===== src/shared/trig_pkg.sv =====
// constants and types for the analog trigger detector
package trig_pkg;
  localparam int NUM_CH = 4;
  localparam int SAMPLE_W = 16;
  localparam int CH_W = 2;
  // register byte offsets
  localparam logic [7:0] CTRL_OFF = 8'h00;
  localparam logic [7:0] LEVEL_OFF = 8'h04;
  localparam logic [7:0] HYST_OFF = 8'h08;
  localparam logic [7:0] TOP_OFF = 8'h0C;
  localparam logic [7:0] BOTTOM_OFF = 8'h10;
  localparam logic [7:0] STATUS_OFF = 8'h14;
  localparam logic [7:0] INTMASK_OFF = 8'h18;
  localparam logic [7:0] INTSTAT_OFF = 8'h1C;
  // control fields
  localparam int CTRL_ENABLE_BIT = 0;
  localparam int CTRL_MODE_LSB = 1;
  localparam int CTRL_MODE_W = 3;
  localparam int CTRL_CH_LSB = 4;
  localparam int CTRL_AI_BIT = 6;
  localparam int CTRL_AO_BIT = 7;
  localparam int CTRL_CTR_BIT = 8;
  // writable control bits
  localparam logic [31:0] CTRL_WMASK = 32'h0000_01FF;
  // reset values
  localparam logic [31:0] CTRL_RST = 32'h0000_0000;
  localparam logic [SAMPLE_W-1:0] LEVEL_RST = 16'h0000;
  localparam logic [SAMPLE_W-1:0] HYST_RST = 16'h0000;
  localparam logic [SAMPLE_W-1:0] TOP_RST = 16'h0000;
  localparam logic [SAMPLE_W-1:0] BOTTOM_RST = 16'h0000;
  localparam logic [1:0] INTMASK_RST = 2'h0;
  // interrupt status bits
  localparam int IRQ_RISE_BIT = 0;
  localparam int IRQ_FALL_BIT = 1;

  typedef enum logic [2:0] {
    MODE_BELOW = 3'b000,
    MODE_ABOVE = 3'b001,
    MODE_HYST_RISE = 3'b010,
    MODE_HYST_FALL = 3'b011,
    MODE_WIN_ENTER = 3'b100,
    MODE_WIN_LEAVE = 3'b101
  } mode_type;
endpackage : trig_pkg


===== src/rtl/analog_trigger_detect.sv =====
// analog trigger detector with apb register file
`timescale 1ns/1ps

// Notes on behaviour
// RL1 - input taken from the software-selected amplified analog channel
// RL2 - below-level mode: event while input is less than level
// RL3 - above-level mode: event while input is greater than level
// RL4 - rising hysteresis: upper is level, lower is level minus hysteresis
// RL5 - rising hysteresis asserts after below lower, then above upper
// RL6 - rising hysteresis event holds until input falls below lower
// RL7 - falling hysteresis: lower is level, upper is level plus hysteresis
// RL8 - falling hysteresis asserts after above upper, then below lower
// RL9 - falling hysteresis event holds until input rises above upper
// RL10 - window mode triggers on entering or leaving band, software selects
// RL11 - software writes top and bottom before using window mode
// RL12 - event output routable to acquisition, generation or counters
// RL13 - configuring level or window limits updates trigger dac outputs
// RL14 - window event stays active while input inside (enter) or outside
module analog_trigger_detect
  import trig_pkg::*;
(
  // clock and reset
  input wire logic clk_sys,
  input wire logic reset,
  // apb slave
  input wire logic psel,
  input wire logic penable,
  input wire logic pwrite,
  input wire logic [7:0] paddr,
  input wire logic [31:0] pwdata,
  output logic [31:0] prdata,
  output logic pready,
  output logic pslverr,
  // amplified analog samples, one per channel, unsigned
  input wire logic [NUM_CH*SAMPLE_W-1:0] chanSamples,
  // trigger dac references
  output logic [SAMPLE_W-1:0] dacUpper,
  output logic [SAMPLE_W-1:0] dacLower,
  // comparison event and its routes
  output logic compEvent,
  output logic aiTrigger,
  output logic aoTrigger,
  output logic ctrTrigger,
  // interrupt
  output logic irq
);

  // ----------------------------------------------------------------
  // registers
  // ----------------------------------------------------------------
  logic [31:0] ctrl_r;
  logic [SAMPLE_W-1:0] level_r;
  logic [SAMPLE_W-1:0] hyst_r;
  logic [SAMPLE_W-1:0] top_r;
  logic [SAMPLE_W-1:0] bottom_r;
  logic [1:0] intMask_r;
  logic [1:0] intStat_r;
  logic [1:0] intStat_nxt;
  logic armed_r;
  logic event_r;
  logic event_nxt;
  logic armed_nxt;
  logic [SAMPLE_W-1:0] sample_r;

  // ----------------------------------------------------------------
  // bus decode
  // ----------------------------------------------------------------
  wire accessPhase = psel & penable;
  wire wrEn = accessPhase & pwrite;
  wire rdEn = accessPhase & ~pwrite;
  wire selCtrl = (paddr == CTRL_OFF);
  wire selLevel = (paddr == LEVEL_OFF);
  wire selHyst = (paddr == HYST_OFF);
  wire selTop = (paddr == TOP_OFF);
  wire selBottom = (paddr == BOTTOM_OFF);
  wire selStatus = (paddr == STATUS_OFF);
  wire selMask = (paddr == INTMASK_OFF);
  wire selIntStat = (paddr == INTSTAT_OFF);
  wire mapped = selCtrl | selLevel | selHyst | selTop | selBottom
    | selStatus | selMask | selIntStat;
  // per-register write strobes, taken at the access edge
  wire wrCtrl = wrEn & selCtrl;
  wire wrLevel = wrEn & selLevel;
  wire wrHyst = wrEn & selHyst;
  wire wrTop = wrEn & selTop;
  wire wrBottom = wrEn & selBottom;
  wire wrMask = wrEn & selMask;
  wire setupPhase = psel & ~penable;

  wire trigEnable = ctrl_r[CTRL_ENABLE_BIT];
  wire [CTRL_MODE_W-1:0] modeBits = ctrl_r[CTRL_MODE_LSB +: CTRL_MODE_W];
  wire [CH_W-1:0] chanSel = ctrl_r[CTRL_CH_LSB +: CH_W];
  mode_type mode;
  assign mode = mode_type'(modeBits);

  // ----------------------------------------------------------------
  // thresholds
  // ----------------------------------------------------------------
  wire [SAMPLE_W:0] lowDiff = {1'b0, level_r} - {1'b0, hyst_r};
  wire [SAMPLE_W:0] highSum = {1'b0, level_r} + {1'b0, hyst_r};
  // saturate so an over-range hysteresis pins at the rail
  wire [SAMPLE_W-1:0] riseLow = lowDiff[SAMPLE_W] ? '0
    : lowDiff[SAMPLE_W-1:0]; // RL4
  wire [SAMPLE_W-1:0] fallHigh = highSum[SAMPLE_W] ? '1
    : highSum[SAMPLE_W-1:0]; // RL7
  wire isFall = (mode == MODE_HYST_FALL);
  wire isWin = (mode == MODE_WIN_ENTER) || (mode == MODE_WIN_LEAVE);
  wire [SAMPLE_W-1:0] upperRef = isWin ? top_r
    : (isFall ? fallHigh : level_r);
  wire [SAMPLE_W-1:0] lowerRef = isWin ? bottom_r
    : (isFall ? level_r : riseLow);

  // ----------------------------------------------------------------
  // comparison
  // ----------------------------------------------------------------
  wire [SAMPLE_W-1:0] chanPick =
    chanSamples[chanSel*SAMPLE_W +: SAMPLE_W]; // RL1
  // strict compares, window bounds inclusive
  wire belowLevel = sample_r < level_r;
  wire aboveLevel = sample_r > level_r;
  wire belowLower = sample_r < lowerRef;
  wire aboveUpper = sample_r > upperRef;
  wire inWindow = (sample_r >= bottom_r) && (sample_r <= top_r);

  always_comb begin
    event_nxt = event_r;
    armed_nxt = armed_r;
    case (mode)
      MODE_BELOW: begin
        event_nxt = belowLevel; // RL2
        armed_nxt = 1'b0;
      end
      MODE_ABOVE: begin
        event_nxt = aboveLevel; // RL3
        armed_nxt = 1'b0;
      end
      MODE_HYST_RISE: begin
        if (event_r) begin
          if (belowLower) begin
            event_nxt = 1'b0; // RL6
            armed_nxt = 1'b1;
          end
        end else if (belowLower) begin
          armed_nxt = 1'b1;
        end else if (armed_r && aboveUpper) begin
          event_nxt = 1'b1; // RL5
          armed_nxt = 1'b0;
        end
      end
      MODE_HYST_FALL: begin
        if (event_r) begin
          if (aboveUpper) begin
            event_nxt = 1'b0; // RL9
            armed_nxt = 1'b1;
          end
        end else if (aboveUpper) begin
          armed_nxt = 1'b1;
        end else if (armed_r && belowLower) begin
          event_nxt = 1'b1; // RL8
          armed_nxt = 1'b0;
        end
      end
      MODE_WIN_ENTER: begin
        event_nxt = inWindow; // RL10 RL14
        armed_nxt = 1'b0;
      end
      MODE_WIN_LEAVE: begin
        event_nxt = ~inWindow; // RL10 RL14
        armed_nxt = 1'b0;
      end
      default: begin
        event_nxt = 1'b0;
        armed_nxt = 1'b0;
      end
    endcase
    // a control write restarts detection so no arm carries across modes
    if (!trigEnable || wrCtrl) begin
      event_nxt = 1'b0;
      armed_nxt = 1'b0;
    end
  end

  // ----------------------------------------------------------------
  // interrupt status
  // ----------------------------------------------------------------
  wire riseEv = event_nxt & ~event_r;
  wire fallEv = ~event_nxt & event_r;
  wire intRd = rdEn & selIntStat;
  // clear only bits the read returned; a new event wins over the clear
  wire [1:0] intClr = intRd ? prdata[1:0] : 2'h0;
  assign intStat_nxt = (intStat_r & ~intClr) | {fallEv, riseEv};

  wire [31:0] rdMux =
    selCtrl ? ctrl_r :
    selLevel ? {16'h0000, level_r} :
    selHyst ? {16'h0000, hyst_r} :
    selTop ? {16'h0000, top_r} :
    selBottom ? {16'h0000, bottom_r} :
    selStatus ? {30'h0000000, armed_r, event_r} :
    selMask ? {30'h0000000, intMask_r} :
    selIntStat ? {30'h0000000, intStat_r} : 32'h0000_0000;

  // ----------------------------------------------------------------
  // event routing
  // ----------------------------------------------------------------
  // each consumer gets its own gated copy of the event
  wire routeAi = event_nxt & ctrl_r[CTRL_AI_BIT]; // RL12
  wire routeAo = event_nxt & ctrl_r[CTRL_AO_BIT]; // RL12
  wire routeCtr = event_nxt & ctrl_r[CTRL_CTR_BIT]; // RL12

  // ----------------------------------------------------------------
  // clocked state
  // ----------------------------------------------------------------
  always_ff @(posedge clk_sys) begin
    if (reset) begin
      ctrl_r <= CTRL_RST;
    end else if (wrCtrl) begin
      ctrl_r <= pwdata & CTRL_WMASK;
    end
  end

  always_ff @(posedge clk_sys) begin
    if (reset) begin
      level_r <= LEVEL_RST;
    end else if (wrLevel) begin
      level_r <= pwdata[SAMPLE_W-1:0];
    end
  end

  always_ff @(posedge clk_sys) begin
    if (reset) begin
      hyst_r <= HYST_RST;
    end else if (wrHyst) begin
      hyst_r <= pwdata[SAMPLE_W-1:0];
    end
  end

  always_ff @(posedge clk_sys) begin
    if (reset) begin
      top_r <= TOP_RST;
    end else if (wrTop) begin
      top_r <= pwdata[SAMPLE_W-1:0];
    end
  end

  always_ff @(posedge clk_sys) begin
    if (reset) begin
      bottom_r <= BOTTOM_RST;
    end else if (wrBottom) begin
      bottom_r <= pwdata[SAMPLE_W-1:0];
    end
  end

  always_ff @(posedge clk_sys) begin
    if (reset) begin
      intMask_r <= INTMASK_RST;
    end else if (wrMask) begin
      intMask_r <= pwdata[1:0];
    end
  end

  // ----------------------------------------------------------------
  // detector state
  // ----------------------------------------------------------------
  // one sample stage ahead of the detector
  always_ff @(posedge clk_sys) begin
    if (reset) begin
      sample_r <= '0;
    end else begin
      sample_r <= chanPick;
    end
  end

  always_ff @(posedge clk_sys) begin
    if (reset) begin
      event_r <= 1'b0;
      armed_r <= 1'b0;
    end else begin
      event_r <= event_nxt;
      armed_r <= armed_nxt;
    end
  end

  always_ff @(posedge clk_sys) begin
    if (reset) begin
      intStat_r <= 2'h0;
    end else begin
      intStat_r <= intStat_nxt;
    end
  end

  // ----------------------------------------------------------------
  // outputs
  // ----------------------------------------------------------------
  // bus answer, launched at the setup edge
  always_ff @(posedge clk_sys) begin
    if (reset) begin
      prdata <= 32'h0000_0000;
      pready <= 1'b0;
      pslverr <= 1'b0;
    end else begin
      pready <= setupPhase;
      pslverr <= setupPhase & ~mapped;
      prdata <= (setupPhase & ~pwrite) ? rdMux : 32'h0000_0000;
    end
  end

  // references follow the mode and levels on the next clock
  always_ff @(posedge clk_sys) begin
    if (reset) begin
      dacUpper <= '0;
      dacLower <= '0;
    end else begin
      dacUpper <= upperRef; // RL13
      dacLower <= lowerRef; // RL13
    end
  end

  always_ff @(posedge clk_sys) begin
    if (reset) begin
      compEvent <= 1'b0;
      aiTrigger <= 1'b0;
      aoTrigger <= 1'b0;
      ctrTrigger <= 1'b0;
    end else begin
      compEvent <= event_nxt; // RL12
      aiTrigger <= routeAi; // RL12
      aoTrigger <= routeAo; // RL12
      ctrTrigger <= routeCtr; // RL12
    end
  end

  // irq follows the updated status
  always_ff @(posedge clk_sys) begin
    if (reset) begin
      irq <= 1'b0;
    end else begin
      irq <= |(intStat_nxt & intMask_r);
    end
  end

endmodule : analog_trigger_detect


===== config.mk =====
export PLATFORM = sky130hd
export DESIGN_NAME = analog_trigger_detect
export DESIGN_NICKNAME = d
export VERILOG_FILES = /design/src/shared/trig_pkg.sv /design/src/rtl/analog_trigger_detect.sv
export SDC_FILE = /design/constraint.sdc
export NUM_CORES = 1
export LEC_CHECK = 0
export ABC_CLOCK_PERIOD_IN_PS = 11500
export BUFFER_PORTS_ARGS = -buffer_cell sky130_fd_sc_hd__buf_2
export CAP_MARGIN = 40
export CORE_MARGIN = 5
export CORE_UTILIZATION = 30
export CTS_CLUSTER_SIZE = 12
export DETAILED_ROUTE_END_ITERATION = 10
export PLACE_DENSITY = 0.47
export SLEW_MARGIN = 40
export SYNTH_ARGS = -nofsm -noshare
export SYNTH_HDL_FRONTEND = slang
export SYNTH_SLANG_ARGS = --single-unit

===== constraint.sdc =====
create_clock -name clk_sys -period 11.5 [get_ports clk_sys]
set_clock_uncertainty 0.1 [all_clocks]
set_input_delay 0.575 -clock clk_sys [delete_from_list [all_inputs] [get_ports clk_sys]]
set_output_delay 0.575 -clock clk_sys [all_outputs]
set_load 0.005 [all_outputs]

# After elaboration in Yosys (flattened, before gate mapping)
# Index checks and enable logic that the tools add are counted.
[op_classes]
n_addsub = 2
magnitude_cmp = 6
n_eq_ne = 16
n_shift = 1
n_mux = 34
n_bitwise = 36
reduce_logical = 14
[ops]
columns = ["operator", "count"]
rows = [
  ["two-way mux 16 bit", 10],
  ["variable part select 64 x 7 -> 16 bit", 1],
  ["equality test 8 x 5 -> 1 bit (second input constant)", 4],
  ["greater-than comparator 16 bit", 2],
  ["< comparator 16 bit", 2],
  ["AND 1 bit", 18],
  ["adder 16 x 16 -> 17 bit", 1],
  ["two-way mux 1 bit", 17],
  ["subtractor 16 x 16 -> 17 bit", 1],
  ["equality test 8 x 4 -> 1 bit (second input constant)", 2],
  [">= comparator 16 bit", 1],
  ["<= comparator 16 bit", 1],
  ["two-way mux 9 bit", 1],
  ["OR reduction 9 bit", 1],
  ["equality test 8 x 3 -> 1 bit (second input constant)", 1],
  ["zero test 8 bit", 1],
  ["two-way mux 2 bit", 4],
  ["inverter 1 bit", 7],
  ["bitwise OR 1 bit", 7],
  ["equality test 3 x 2 -> 1 bit (second input constant)", 2],
  ["equality test 3 bit (second input constant)", 2],
  ["inequality test 3 bit (second input constant)", 2],
  ["one-hot mux 1 bit (6 select lines)", 1],
  ["OR reduction 2 bit", 3],
  ["other kinds (13)", 17],
]
[word_totals]
regBits = 165
input_bits = 109

# Logic depth before layout (Yosys ltp)
# Gate-level depths: netlist of the first run.
[logic_depth]
word_depth = 16
depth_mapped = 23
ltp_nobuf = 21

# Worst setup path after synthesis of the first run
# No wires, ideal clock.
[synth_timing]
path_type = "register to register"
from = "register level_r[0]"
to = "register irq"
setup_ns = 0.059
arrival_time_ns = 4.526
required_time_ns = 11.341
path_slack_ns = 6.815
path_stages_with_launch = 23
path_buffers = 1
period_less_slack_ns = 4.685
cell_sequence = "dfxtp_1 -> inv_1 -> ha_1 -> inv_1 -> fa_1 -> a211oi_4 -> o21bai_4 -> a41oi_4 -> o21a_2 -> o31ai_1 -> clkbuf_1 -> a221o_1 -> o21ai_1 -> ha_1 -> a21o_1 -> a21o_1 -> a221oi_1 -> and3_1 -> nand3_1 -> a21oi_1 -> o31ai_2 -> o21ai_2 -> a22o_1"
[synth_via]
elab_chain_len = 16
word_cells_on_any_way = 30
classes_between = "add/sub: 2; order compare: 4; mux: 16; bitwise: 5; reduce/logical: 3"
[synth_lines]
columns = ["element", "line_no", "source"]
rows = [
  ["start, declared", "analog_trigger_detect.sv:52", "logic [SAMPLE_W-1:0] level_r;"],
  ["start signal, assigned", "analog_trigger_detect.sv:226", "level_r <= pwdata[SAMPLE_W-1:0];"],
  ["subtractor 16 x 16 -> 17 bit / adder 16 x 16 -> 17 bit (equally long branches)", "analog_trigger_detect.sv:99, analog_trigger_detect.sv:100", ""],
  ["two-way mux 16 bit, on equally long branches", "analog_trigger_detect.sv:102, analog_trigger_detect.sv:104", ""],
  ["two-way mux 16 bit, on equally long branches", "analog_trigger_detect.sv:111, analog_trigger_detect.sv:109", ""],
  ["two-way mux 16 bit, on equally long branches", "analog_trigger_detect.sv:110, analog_trigger_detect.sv:108", ""],
  ["< comparator 16 bit / greater-than comparator 16 bit (equally long branches)", "analog_trigger_detect.sv:121, analog_trigger_detect.sv:122", ""],
  ["logical AND 1 bit, on equally long branches", "analog_trigger_detect.sv:158, analog_trigger_detect.sv:145", ""],
  ["two-way mux 1 bit, on equally long branches", "analog_trigger_detect.sv:158, analog_trigger_detect.sv:145", ""],
  ["two-way mux 1 bit, on equally long branches", "analog_trigger_detect.sv:156, analog_trigger_detect.sv:143", ""],
  ["two-way mux 1 bit, on equally long branches", "analog_trigger_detect.sv:151, analog_trigger_detect.sv:138", ""],
  ["one-hot mux 1 bit (6 select lines) *", "analog_trigger_detect.sv:128", "case (mode)"],
  ["two-way mux 1 bit *", "analog_trigger_detect.sv:177", "if (!trigEnable || wrCtrl) begin"],
  ["inverter 1 bit", "analog_trigger_detect.sv:187", "wire fallEv = ~event_nxt & event_r;"],
  ["AND 1 bit", "analog_trigger_detect.sv:187", ""],
  ["bitwise OR 2 bit *", "analog_trigger_detect.sv:191", "assign intStat_nxt = (intStat_r & ~intClr) | {fallEv, riseEv};"],
  ["AND 2 bit *", "analog_trigger_detect.sv:338", "irq <= |(intStat_nxt & intMask_r);"],
  ["OR reduction 2 bit *", "analog_trigger_detect.sv:338", ""],
  ["end signal, assigned", "analog_trigger_detect.sv:338", ""],
  ["end, declared", "analog_trigger_detect.sv:45", "output logic irq"],
]
# Mark *: on every way between the ends. The rest lies on a longest branch, timed or not.
# A chain may end at the register's enable or synchronous reset.

# Final worst setup path of the first run
# Same ends and word-level chain as after synthesis.

==> qor_table.md, run 1 <==
| Quantity | This run | Unit |
| --- | --- | --- |
| Portion of the post-synthesis area used by sequential elements | 30.7 | % |
| Run status | complete, no violations | - |
| Highest Clock Rate | 170 | MHz |
| Filler instances | 3476 | - |
| Grt met3 use | 3.27 | % |
| Drt first pass iters | 5 | - |
| Final hold violation count | 0 | - |
| Synthesis-stage register bit count | 149 | - |
| Crit start category | flip-flop | - |
| Pin count of the biggest net entering global routing | 80 | - |
| Floorplan core area | 32300 | sq um |
| Global-route wire length before repair | 53700 | um |
| Endpoint with the worst hold slack | bottom_r[13] | - |
| Setup repair after global routing missed its margin | no | - |
| Fin. max-slew vios | 0 | - |
| Most Used Layer, Global Route | met2 | - |
| Cells resized by post-CTS repair | 0 | - |
| Number of enable flip-flop cells after synthesis | 0 | - |
| Type of destination of the critical path | flip-flop | - |
| Launching point of the worst reg2reg path | level_r[0] | - |
| Die extent in x | 190 | um |
| Number of hold buffers added after CTS | 0 | - |
| Count of nets left with antenna violations after detail routing | 0 | - |
| Max Root-Sink Buffers | 2 | - |
| Initial core utilization | 30.1 | % |
| Worst ir drop on vdd | 0.0993 | mV |
| Clock tree from TritonCTS | done | - |
| Most frequent cells in the layout | nand2_1, dfxtp_1, buf_2, a21oi_1, ha_1 | - |
| Clock latency of the later-clocked register in the worst-skew pair | 0.45 | ns |
| Post-synth design cell area | 9720 | sq um |
| Global route total overflow | 0 | - |
| Drt wl/cell | 20.2 | um |
| Synth Warn # | 0 | - |
| I/O pin cnt | 180 | - |
| Actual slew at the worst max-slew pin | 0.830 | ns |
| GRT met2 Usage | 32.9 | % |
| Reg2reg end | irq | - |
| Synth async-reset ratio | 0 | % |
| Number of vias after detailed routing | 9082 | - |
| Final critical-path share of the clock period | 51.1 | % |
| Power density relative to cell area | 103 | nW/um^2 |
| Number of buffers inserted during clock tree synthesis | 17 | - |
| GRT Total Usage | 19.4 | % |
| Worst Hold Path Cells | 3 | - |
| Number of antenna violations at the first check in global routing | 0 | - |
| Path depth of the worst reg2reg path | 20 | - |
| Final setup viols | 0 | - |
| Clock input transition at the sequential cells of the worst setup and hold paths | 0.07 | ns |
| Critical path data required time | 11.73 | ns |
| Area of the die | 36100 | sq um |
| Final critical path time including I/O delays and setup | 5.88 | ns |
| Most common cell after layout, fill and taps aside | nand2_1 | - |
| CTS sink count | 149 | - |
| WP data arrival | 6.11 | ns |
| Starting DRC count in detailed routing | 584 | - |
| Total length of routed wires | 35500 | um |
| Worst-case hold slack | 0.296 | ns |
| Input/output buffers | 147 | - |
| Final HPWL DP | 27600 | um |
| Post-synthesis to final-layout area growth | 16.8 | % |
| Critical path class | flip-flop to flip-flop | - |
| Maximum level of the CTS H-tree | 4 | - |
| Hold Path Origin | pwdata[13] | - |
| Layout Nets | 1523 | - |
| DRC violation count after routing | 0 | - |
| Antenna diode instance count | 0 | - |
| Most used flip-flop cell after synthesis | dfxtp_1 | - |
| Via density per instance | 5.17 | - |
| Critical Path Fanout Max | 9 | - |
| GR Layer Usage met1 | 25.6 | % |
| Number of max-cap violations | 0 | - |
| Height of the die | 190 | um |
| Buffers inserted during post-CTS setup optimization | 0 | - |
| Placement Rows | 66 | - |
| Final setup TNS | 0 | ns |
| Kind of path behind the tightest hold check | input pin to flip-flop | - |
| Number of unique standard cell types used by synthesis | 76 | - |
| Leakage power | 4.48 | nW |
| Normalized max-slew margin | 44.5 | % |
| Average cell area after synthesis | 8.18 | sq um |
| Mapped Cells | 1189 | - |
| Reg-to-reg setup timing slack | 5.62 | ns |
| Share of post-route cells with drive strength above 1 | 17.7 | % |
| Cell at the root of the clock tree | clkbuf_16 | - |
| Via count of the first global-routing pass | 8911 | - |
| Weighted congestion reported at the end of routability-driven placement | 0.887 | - |
==> per-layer routing <==
layer  vias up  part of all wire [%]
met5         -                     0
met2       247                    49
met4         0                   1.9
li1       4429                     -
met1      4373                    45
met3        33                   4.7
==> where the power goes <==
group	internal (W)	total (W)	switching, W
Combinational	0.0000436	0.0000991	0.0000555
Sequential	0.000519	0.000526	0.00000662
Clock	0.000286	0.000548	0.000262
Total	0.000849	0.00117	0.000324
==> layout make-up <==
class	instances	area (sq um)	share of cell area [%]
timing repair buffer	159	832	7.32
clock buffer	17	425	3.74
inverter	83	312	2.74
multi-input combinational	891	6110	53.8
sequential	149	2980	26.3
clock inverter	15	139	1.22
tap	442	553	4.87
==> sequential cells by signal, summed over array words and instances, names as in the netlist, 2 cells and up <==
signal     cells
dacLower      16
hyst_r        16
intMask_r      2
prdata        16
top_r         16
ctrl_r         9
bottom_r      16
level_r       16
sample_r      16
dacUpper      16
intStat_r      2
==> Yosys cell counts (4+ instances only) <==
master	instances	area [sq um]
clkbuf_1	54	203
nand3_1	24	120
a2111oi_0	4	35.0
o21a_1	13	97.6
nor3_1	14	70.1
ha_1	111	1390
and2_1	24	150
a22oi_1	19	143
a21o_1	9	67.6
o31ai_1	4	30.0
nand2b_1	6	37.5
mux4_2	16	360
or3_1	10	62.6
and3_1	7	43.8
o21bai_1	10	75.1
nor2_1	74	278
nand2_1	173	649
a221oi_1	10	87.6
o21ai_1	13	65.1
a211o_1	4	35.0
inv_1	82	308
mux2i_1	7	70.1
a221o_1	13	130
xnor2_1	21	184
nand4_1	14	87.6
nor2b_1	6	37.5
a211oi_1	10	75.1
a21oi_1	145	726
and4_1	4	35.0
a31oi_1	5	31.3
o21ai_0	38	190
dfxtp_1	149	2980
a222oi_1	8	80.1
nor4_1	7	43.8
buf_4	19	143
o211ai_1	5	37.5
==> through the flow <==
stage	total power (W)	setup WS, ns	area [sq um]	std cells	util [%]
final	0.00117	5.62	11400	1756	35.2
after global routing	0.00122	5.21	11400	1756	35.2
after CTS	0.00118	5.71	11400	1756	35.2
after detailed placement	0.000636	5.77	10800	1724	33.4
after global placement	0.000634	5.56	10800	1724	33.3
after floorplan	0.000596	6.82	9780	1204	-
==> worst max-delay path, cell delays in order, from the launching register on <==
cell and delay (ns):
dfxtp_1 0.50, ha_1 0.24, fa_1 0.21, nor2b_1 0.14, o21bai_1 0.08, a21oi_1 0.30, o21ai_1 0.16, o21ai_1 0.31
a21oi_1 0.29, or2_2 0.48, a221oi_1 0.44, nor2_1 0.09, ha_1 0.33, nand4_1 0.18, a2111oi_0 0.47, a2111oi_0 0.14
buf_4 0.19, o31a_1 0.30, a2111oi_4 0.37, o31ai_1 0.15, a22o_1 0.26
==> cells by family after synthesis <==
family          share of synthesized area (%)
buf+inv                                  7.41
flops                                    30.7
mux                                      4.54
xor+xnor                                 2.07
simple gates                             17.7
compound gates                           22.9
other cells                            0.0386
fa+ha+maj                                14.7
==> worst max path at each step <==
stage                     startpoint         to  slack (ns)  depth (start not counted)
after CTS                 level_r[0]        irq        5.71                         20
after global routing      level_r[0]  aiTrigger        5.21                         21
after floorplan           level_r[0]        irq        6.82                         22
after detailed placement  level_r[0]        irq        5.77                         20
after global placement    level_r[0]        irq        5.56                         21
final                     level_r[0]        irq        5.62                         20
Power figures use the tool's default switching activity.
==> run 2, diff against run 1 <==
--- a/config.mk
+++ b/config.mk
@@ -5,14 +5,14 @@
 export SDC_FILE = /design/constraint.sdc
 export NUM_CORES = 1
 export LEC_CHECK = 0
-export ABC_CLOCK_PERIOD_IN_PS = 11500
+export ABC_CLOCK_PERIOD_IN_PS = 5150
 export BUFFER_PORTS_ARGS = -buffer_cell sky130_fd_sc_hd__buf_2
 export CAP_MARGIN = 40
 export CORE_MARGIN = 5
 export CORE_UTILIZATION = 30
 export CTS_CLUSTER_SIZE = 12
 export DETAILED_ROUTE_END_ITERATION = 10
-export PLACE_DENSITY = 0.47
+export PLACE_DENSITY = 0.49
 export SLEW_MARGIN = 40
 export SYNTH_ARGS = -nofsm -noshare
 export SYNTH_HDL_FRONTEND = slang
==> constraint.sdc (replaced) <==
create_clock -name clk_sys -period 5.15 [get_ports clk_sys]
set_clock_uncertainty 0.1 [all_clocks]
set_input_delay 0.2575 -clock clk_sys [delete_from_list [all_inputs] [get_ports clk_sys]]
set_output_delay 0.2575 -clock clk_sys [all_outputs]
set_load 0.005 [all_outputs]
==> run 2 against run 1 <==
Net effect:
- final cell count up 5.0%
- setup slack lost 5.4 ns
- final area grew 8.0%
- sequential share of layout area shrank 1.9 points
- sequential cell count unchanged
- largest cell class unchanged
- maximum frequency up 20%
- die area unchanged
- wire length rose by 4.8%
- sequential power grew 120%
- first-iteration DRC count is 64% higher
- largest power group unchanged
- register-to-register slack got worse by 5.4 ns
- critical path depth unchanged
==> qor_table.md, run 2 (synthesis gave the netlist of run 1 again) <==
| Quantity | This run | Unit |
| --- | --- | --- |
| Run status | complete, no violations | - |
| Final setup viols | 0 | - |
| Power share of the combinational group | 8.7 | % |
| WP data arrival | 5.18 | ns |
| Clock input transition at the sequential cells of the worst setup and hold paths | 0.07 | ns |
| Leakage power | 4.94 | nW |
| Placement Rows | 66 | - |
| Cell at the root of the clock tree | clkbuf_16 | - |
| Highest Clock Rate | 204 | MHz |
| Reg-to-reg setup timing slack | 0.25 | ns |
| Max Root-Sink Buffers | 2 | - |
| Via count of the first global-routing pass | 9246 | - |
| Count of nets left with antenna violations after detail routing | 0 | - |
| Initial core utilization | 30.1 | % |
| Total length of routed wires | 37200 | um |
| Number of buffers inserted during clock tree synthesis | 17 | - |
| Fin. max-slew vios | 0 | - |
| Height of the die | 190 | um |
| Clock latency of the later-clocked register in the worst-skew pair | 0.43 | ns |
| Antenna diode instance count | 0 | - |
| Final critical path time including I/O delays and setup | 4.90 | ns |
| Weighted congestion reported at the end of routability-driven placement | 0.912 | - |
| Share of post-route cells with drive strength above 1 | 24.4 | % |
| Clock tree from TritonCTS | done | - |
| Kind of path behind the tightest hold check | input pin to flip-flop | - |
| GRT Total Usage | 20.2 | % |
| Switching component of the power | 0.000683 | W |
| Starting DRC count in detailed routing | 960 | - |
| Final hold violation count | 0 | - |
| Critical Path Fanout Max | 4 | - |
| Via density per instance | 5.19 | - |
| Final setup TNS | 0 | ns |
| Global route total overflow | 0 | - |
| Number of antenna violations at the first check in global routing | 0 | - |
| Critical path class | flip-flop to flip-flop | - |
| CTS sink count | 149 | - |
| Type of destination of the critical path | flip-flop | - |
| Most common cell after layout, fill and taps aside | nand2_1 | - |
| DRC violation count after routing | 0 | - |
| Drt first pass iters | 5 | - |
| Power density relative to cell area | 224 | nW/um^2 |
| Worst ir drop on vdd | 0.217 | mV |
| Global-route wire length before repair | 56200 | um |
| Actual slew at the worst max-slew pin | 0.889 | ns |
| Area of the die | 36100 | sq um |
| Clock share of power | 48.5 | % |
| Critical path data required time | 5.43 | ns |
| Layout Nets | 1612 | - |
| Post-synthesis to final-layout area growth | 26.2 | % |
| Drt wl/cell | 20.2 | um |
| Most frequent cells in the layout | nand2_1, buf_2, dfxtp_1, a21oi_1, ha_1 | - |
| Number of max-cap violations | 0 | - |
| Floorplan core area | 32300 | sq um |
| Switching power share of the total | 24.8 | % |
| Number of vias after detailed routing | 9562 | - |
| Final HPWL DP | 29300 | um |
| I/O pin cnt | 180 | - |
| Share of power burned in registers | 42.7 | % |
| Maximum level of the CTS H-tree | 4 | - |
| Pin count of the biggest net entering global routing | 63 | - |
| Input/output buffers | 147 | - |
| Worst setup slack before clock tree synthesis | -0.203 | ns |
| Crit start category | flip-flop | - |
| Die extent in x | 190 | um |
| Normalized max-slew margin | 40.7 | % |
| Cell-internal power | 0.00207 | W |
| Final critical-path share of the clock period | 95.2 | % |
| Setup WS post-layout | 0.245 | ns |
[run 2: cell count changes in the layout (fill, tap and decap cells not counted), moves of 3 or more]
cell and change:
buf_4 +88, a21oi_1 -5, o21ai_2 +5, a21oi_2 +4
inv_8 -4, bufinv_16 +3, clkbuf_8 +3, dfxtp_1 -3
inv_6 -3, o21ai_1 -3
[run 2: cell type report]
class	instances	area (sq um)
fill	3351	20000
multi-input combinational	891	6290
sequential	149	2990
timing repair buffer	248	1500
tap	442	553
clock buffer	21	470
inverter	83	312
clock inverter	10	148
[run 2: critical path, cell delays in order, from the launching register on]
cell and delay, ns:
dfxtp_4 0.36, ha_4 0.16, fa_2 0.36, nor2b_2 0.17
o21bai_2 0.17, a21oi_2 0.09, o21ai_2 0.19, o21ai_2 0.10
or4_1 0.51, or3_4 0.39, a31oi_4 0.16, or3_4 0.17
ha_4 0.13, nand4_1 0.20, a2111oi_4 0.45, a2111oi_4 0.12
o31a_1 0.29, a2111oi_4 0.33, o31ai_4 0.11, o21ai_2 0.17
a22o_1 0.13
[run 2: worst paths after layout]
kind / from / endpoint / cells past startpoint
setup / recovery: level_r[0] / irq / 20
hold / removal: psel / pready / 3
setup reg to reg: level_r[0] / irq / 20
hold reg to reg: top_r[14] / top_r[14] / 2
[run 2: power groups by stage]
stage          clock network [W]  logic (W)  registers, W
3_5_place_dp                   0   0.000224       0.00120
3_3_place_gp                   0   0.000221       0.00120
6_report                 0.00134   0.000240       0.00118
5_1_grt                  0.00140   0.000268       0.00118
2_1_floorplan                  0   0.000138       0.00119
4_1_cts                  0.00136   0.000227       0.00118
[run 2: repair_timing]
item                                    CTS  global route
pin swaps                                 0            22
setup buffers                             0             7
gates resized for setup                   7            34
hold endpoints to repair                  5             0
endpoints found under the setup margin    7             8
hold buffers                              2             0
[run 2: metrics by stage]
stage                     instances  area [sq um]  power (W)  util, %  hold slack (ns)
after floorplan                1204          9780    0.00133        -            0.293
after global placement         1805         11400    0.00142     35.2            0.364
after detailed placement       1805         11400    0.00143     35.2            0.365
after CTS                      1838         12000    0.00276     37.3          0.00582
after global routing           1844         12300    0.00285     38.0          0.00799
final                          1844         12300    0.00275     38.0           0.0220
[run 2: per-layer routing]
metal,share of wire [%],up-vias,GRT usage (%)
li1,-,4610,-
met1,44,4595,27.1
met2,48,314,34.1
met3,5.9,43,3.28
met4,1.9,0,5.12
met5,0,-,0
==> run 3, diff against run 2 <==
--- a/config.mk
+++ b/config.mk
@@ -8,10 +8,11 @@
 export ABC_CLOCK_PERIOD_IN_PS = 5150
 export BUFFER_PORTS_ARGS = -buffer_cell sky130_fd_sc_hd__buf_2
 export CAP_MARGIN = 40
-export CORE_MARGIN = 5
+export CORE_MARGIN = 2
 export CORE_UTILIZATION = 30
 export CTS_CLUSTER_SIZE = 12
 export DETAILED_ROUTE_END_ITERATION = 10
+export MAX_ROUTING_LAYER = met4
 export PLACE_DENSITY = 0.49
 export SLEW_MARGIN = 40
 export SYNTH_ARGS = -nofsm -noshare
==> run 3 against run 2 <==
Net effect:
- first-iteration DRC count down 11%
- register-to-register slack got worse by 0.03 ns
- wire length shrank 0.45%
- final cell count shrank 0.60%
- critical endpoint unchanged
==> qor_table.md, run 3 (synthesis gave the netlist of run 1 again) <==
| Quantity | This run | Unit |
| --- | --- | --- |
| Cell at the root of the clock tree | clkbuf_16 | - |
| Cell mode on critical path | buf_4 | - |
| Pin count of the biggest net entering global routing | 80 | - |
| DRC violation count after routing | 0 | - |
| Cell area after placement | 11500 | sq um |
| Clock input transition at the sequential cells of the worst setup and hold paths | 0.07 | ns |
| Critical Path Fanout Max | 8 | - |
| Final critical-path share of the clock period | 95.8 | % |
| Number of max-cap violations | 0 | - |
| Setup repair after global routing missed its margin | no | - |
| Drt first pass iters | 6 | - |
| Final critical path time including I/O delays and setup | 4.94 | ns |
| Layout Nets | 1640 | - |
| Count of nets left with antenna violations after detail routing | 0 | - |
| Global route total overflow | 0 | - |
| Critical path class | flip-flop to flip-flop | - |
| Die extent in x | 184 | um |
| Number of vias after detailed routing | 9580 | - |
| Most frequent cells in the layout | nand2_1, buf_2, dfxtp_1, a21oi_1, buf_4 | - |
| Worst ir drop on vdd | 0.211 | mV |
| Post-synthesis to final-layout area growth | 27.7 | % |
| Antenna diode instance count | 0 | - |
| Final setup viols | 0 | - |
| Share of post-route cells with drive strength above 1 | 25.1 | % |
| I/O pin cnt | 180 | - |
| Worst setup path startpoint | level_r[0] | - |
| WP data arrival | 5.23 | ns |
| Maximum level of the CTS H-tree | 4 | - |
| GRT Total Usage | 22.8 | % |
| Number of buffers inserted during clock tree synthesis | 17 | - |
| Final cell utilization of the core | 39.1 | % |
| Initial core utilization | 30.7 | % |
| CP bufs+invs | 6 | - |
| Number of antenna violations at the first check in global routing | 0 | - |
| Most common cell after layout, fill and taps aside | nand2_1 | - |
| Hold Path Origin | pwdata[9] | - |
| Maximum cell stage delay along the critical path | 0.38 | ns |
| Placement Rows | 65 | - |
| Kind of path behind the tightest hold check | input pin to flip-flop | - |
| Total length of routed wires | 37000 | um |
| Via count of the first global-routing pass | 9321 | - |
| Filler instances | 3367 | - |
| CTS sink count | 149 | - |
| Starting DRC count in detailed routing | 850 | - |
| Critical path data required time | 5.44 | ns |
| Critical-path cell list | inv_1 > ha_1 > inv_1 > fa_2 > a211oi_4 > o21bai_4 > a41oi_4 > o21a_2 > o31ai_1 > buf_4 > buf_4 > and2_1 > a222oi_1 > buf_4 > ha_1 > and4_1 > a221oi_2 > buf_4 > and3_1 > nand3_1 > a21oi_2 > o31ai_4 > o21ai_2 > a22o_1 | - |
| Type of destination of the critical path | flip-flop | - |
| Floorplan core area | 31700 | sq um |
| Leakage power | 5.06 | nW |
| Final hold violation count | 0 | - |
| Input/output buffers | 147 | - |
| Setup WS post-layout | 0.214 | ns |
| Global-route wire length before repair | 55800 | um |
| Worst-case hold slack | 0.00778 | ns |
| Height of the die | 184 | um |
| Final standard cell area without fillers | 12400 | sq um |
| Weighted congestion reported at the end of routability-driven placement | 0.903 | - |
| Actual slew at the worst max-slew pin | 0.780 | ns |
| Crit start category | flip-flop | - |
| Launching point of the worst reg2reg path | level_r[0] | - |
| Highest Clock Rate | 203 | MHz |
| Final HPWL DP | 29100 | um |
| Max Root-Sink Buffers | 2 | - |
| Kind of cell adding the most delay to the critical path | compound AO/OA/AOI/OAI gates | - |
| Drt wl/cell | 20.2 | um |
| Via density per instance | 5.23 | - |
| Area of the die | 33900 | sq um |
| Fin. max-slew vios | 0 | - |
| Power density relative to cell area | 222 | nW/um^2 |
| Master of the slowest instance on the critical path | fa_2 | - |
| Normalized max-slew margin | 48.0 | % |
| Clock latency of the later-clocked register in the worst-skew pair | 0.45 | ns |
| Run status | complete, no violations | - |
| Clock tree from TritonCTS | done | - |
| Worst setup slack before clock tree synthesis | -0.0865 | ns |
## run 3: cell types whose count changed in the layout (fill, tap and decap cells not counted), moves of 2 or more
cell and delta:
a22oi_1 -2, a21oi_1 +2, buf_6 +2, dlygate4sd3_1 +9
o21ai_1 +2, o21ai_2 -2, o31ai_1 +2, a22oi_2 +2
inv_6 +2, clkbuf_8 -2, buf_4 +17
## run 3: per-layer routing
layer  vias up  track usage (%)  wire length [um]
li1       4660                -                 -
met1      4598             29.4             16800
met2       282             37.4             17700
met3        40             3.61              1860
met4         0             5.57               608
met5         -                -                 0
## run 3: per-stage QoR
stage	TNS (ns)	power [W]	instances
3_5_place_dp	-0.180	0.00143	1787
5_1_grt	0	0.00286	1833
3_3_place_gp	0	0.00143	1786
2_1_floorplan	0	0.00133	1204
6_report	0	0.00276	1833
4_1_cts	-0.0599	0.00278	1830
## run 3: worst paths after layout
check | slack [ns] | to | cells past startpoint
worst max register to register | 0.21 | irq | 24
worst min-delay path | 0.008 | level_r[9] | 3
worst max-delay path | 0.21 | irq | 24
worst min register to register | 0.38 | top_r[7] | 2
## run 3: area by class of cell
type	instances	area, sq um	share of cell area, %
clock buffers	19	443	3.57
clock inverters	13	173	1.39
inverters	83	312	2.51
multi-input cells	891	6250	50.4
flip-flops and latches	149	2990	24.1
well taps	402	503	4.05
repair buffers	276	1740	14.0
## run 3: power by group
group	leakage (nW)	switching, W	internal (W)
Sequential	1.21	0.0000152	0.00116
Clock	0.287	0.000555	0.000781
Combinational	3.57	0.000133	0.000115
Total	5.06	0.000704	0.00206
## run 3: tightest hold or removal path, cell delays in order
cell,delay (ns)
buf_2,0.14
nand2_1,0.06
a21oi_1,0.05
## run 3: timing repair
| action | 4_1_cts | 5_1_grt |
|---|---|---|
| setup buffers | 0 | 3 |
| endpoints found under the setup margin | 4 | 8 |
| hold endpoints to repair | 33 | 0 |
| gates resized for setup | 5 | 30 |
| pin swaps | 0 | 14 |
| hold buffers | 11 | 0 |
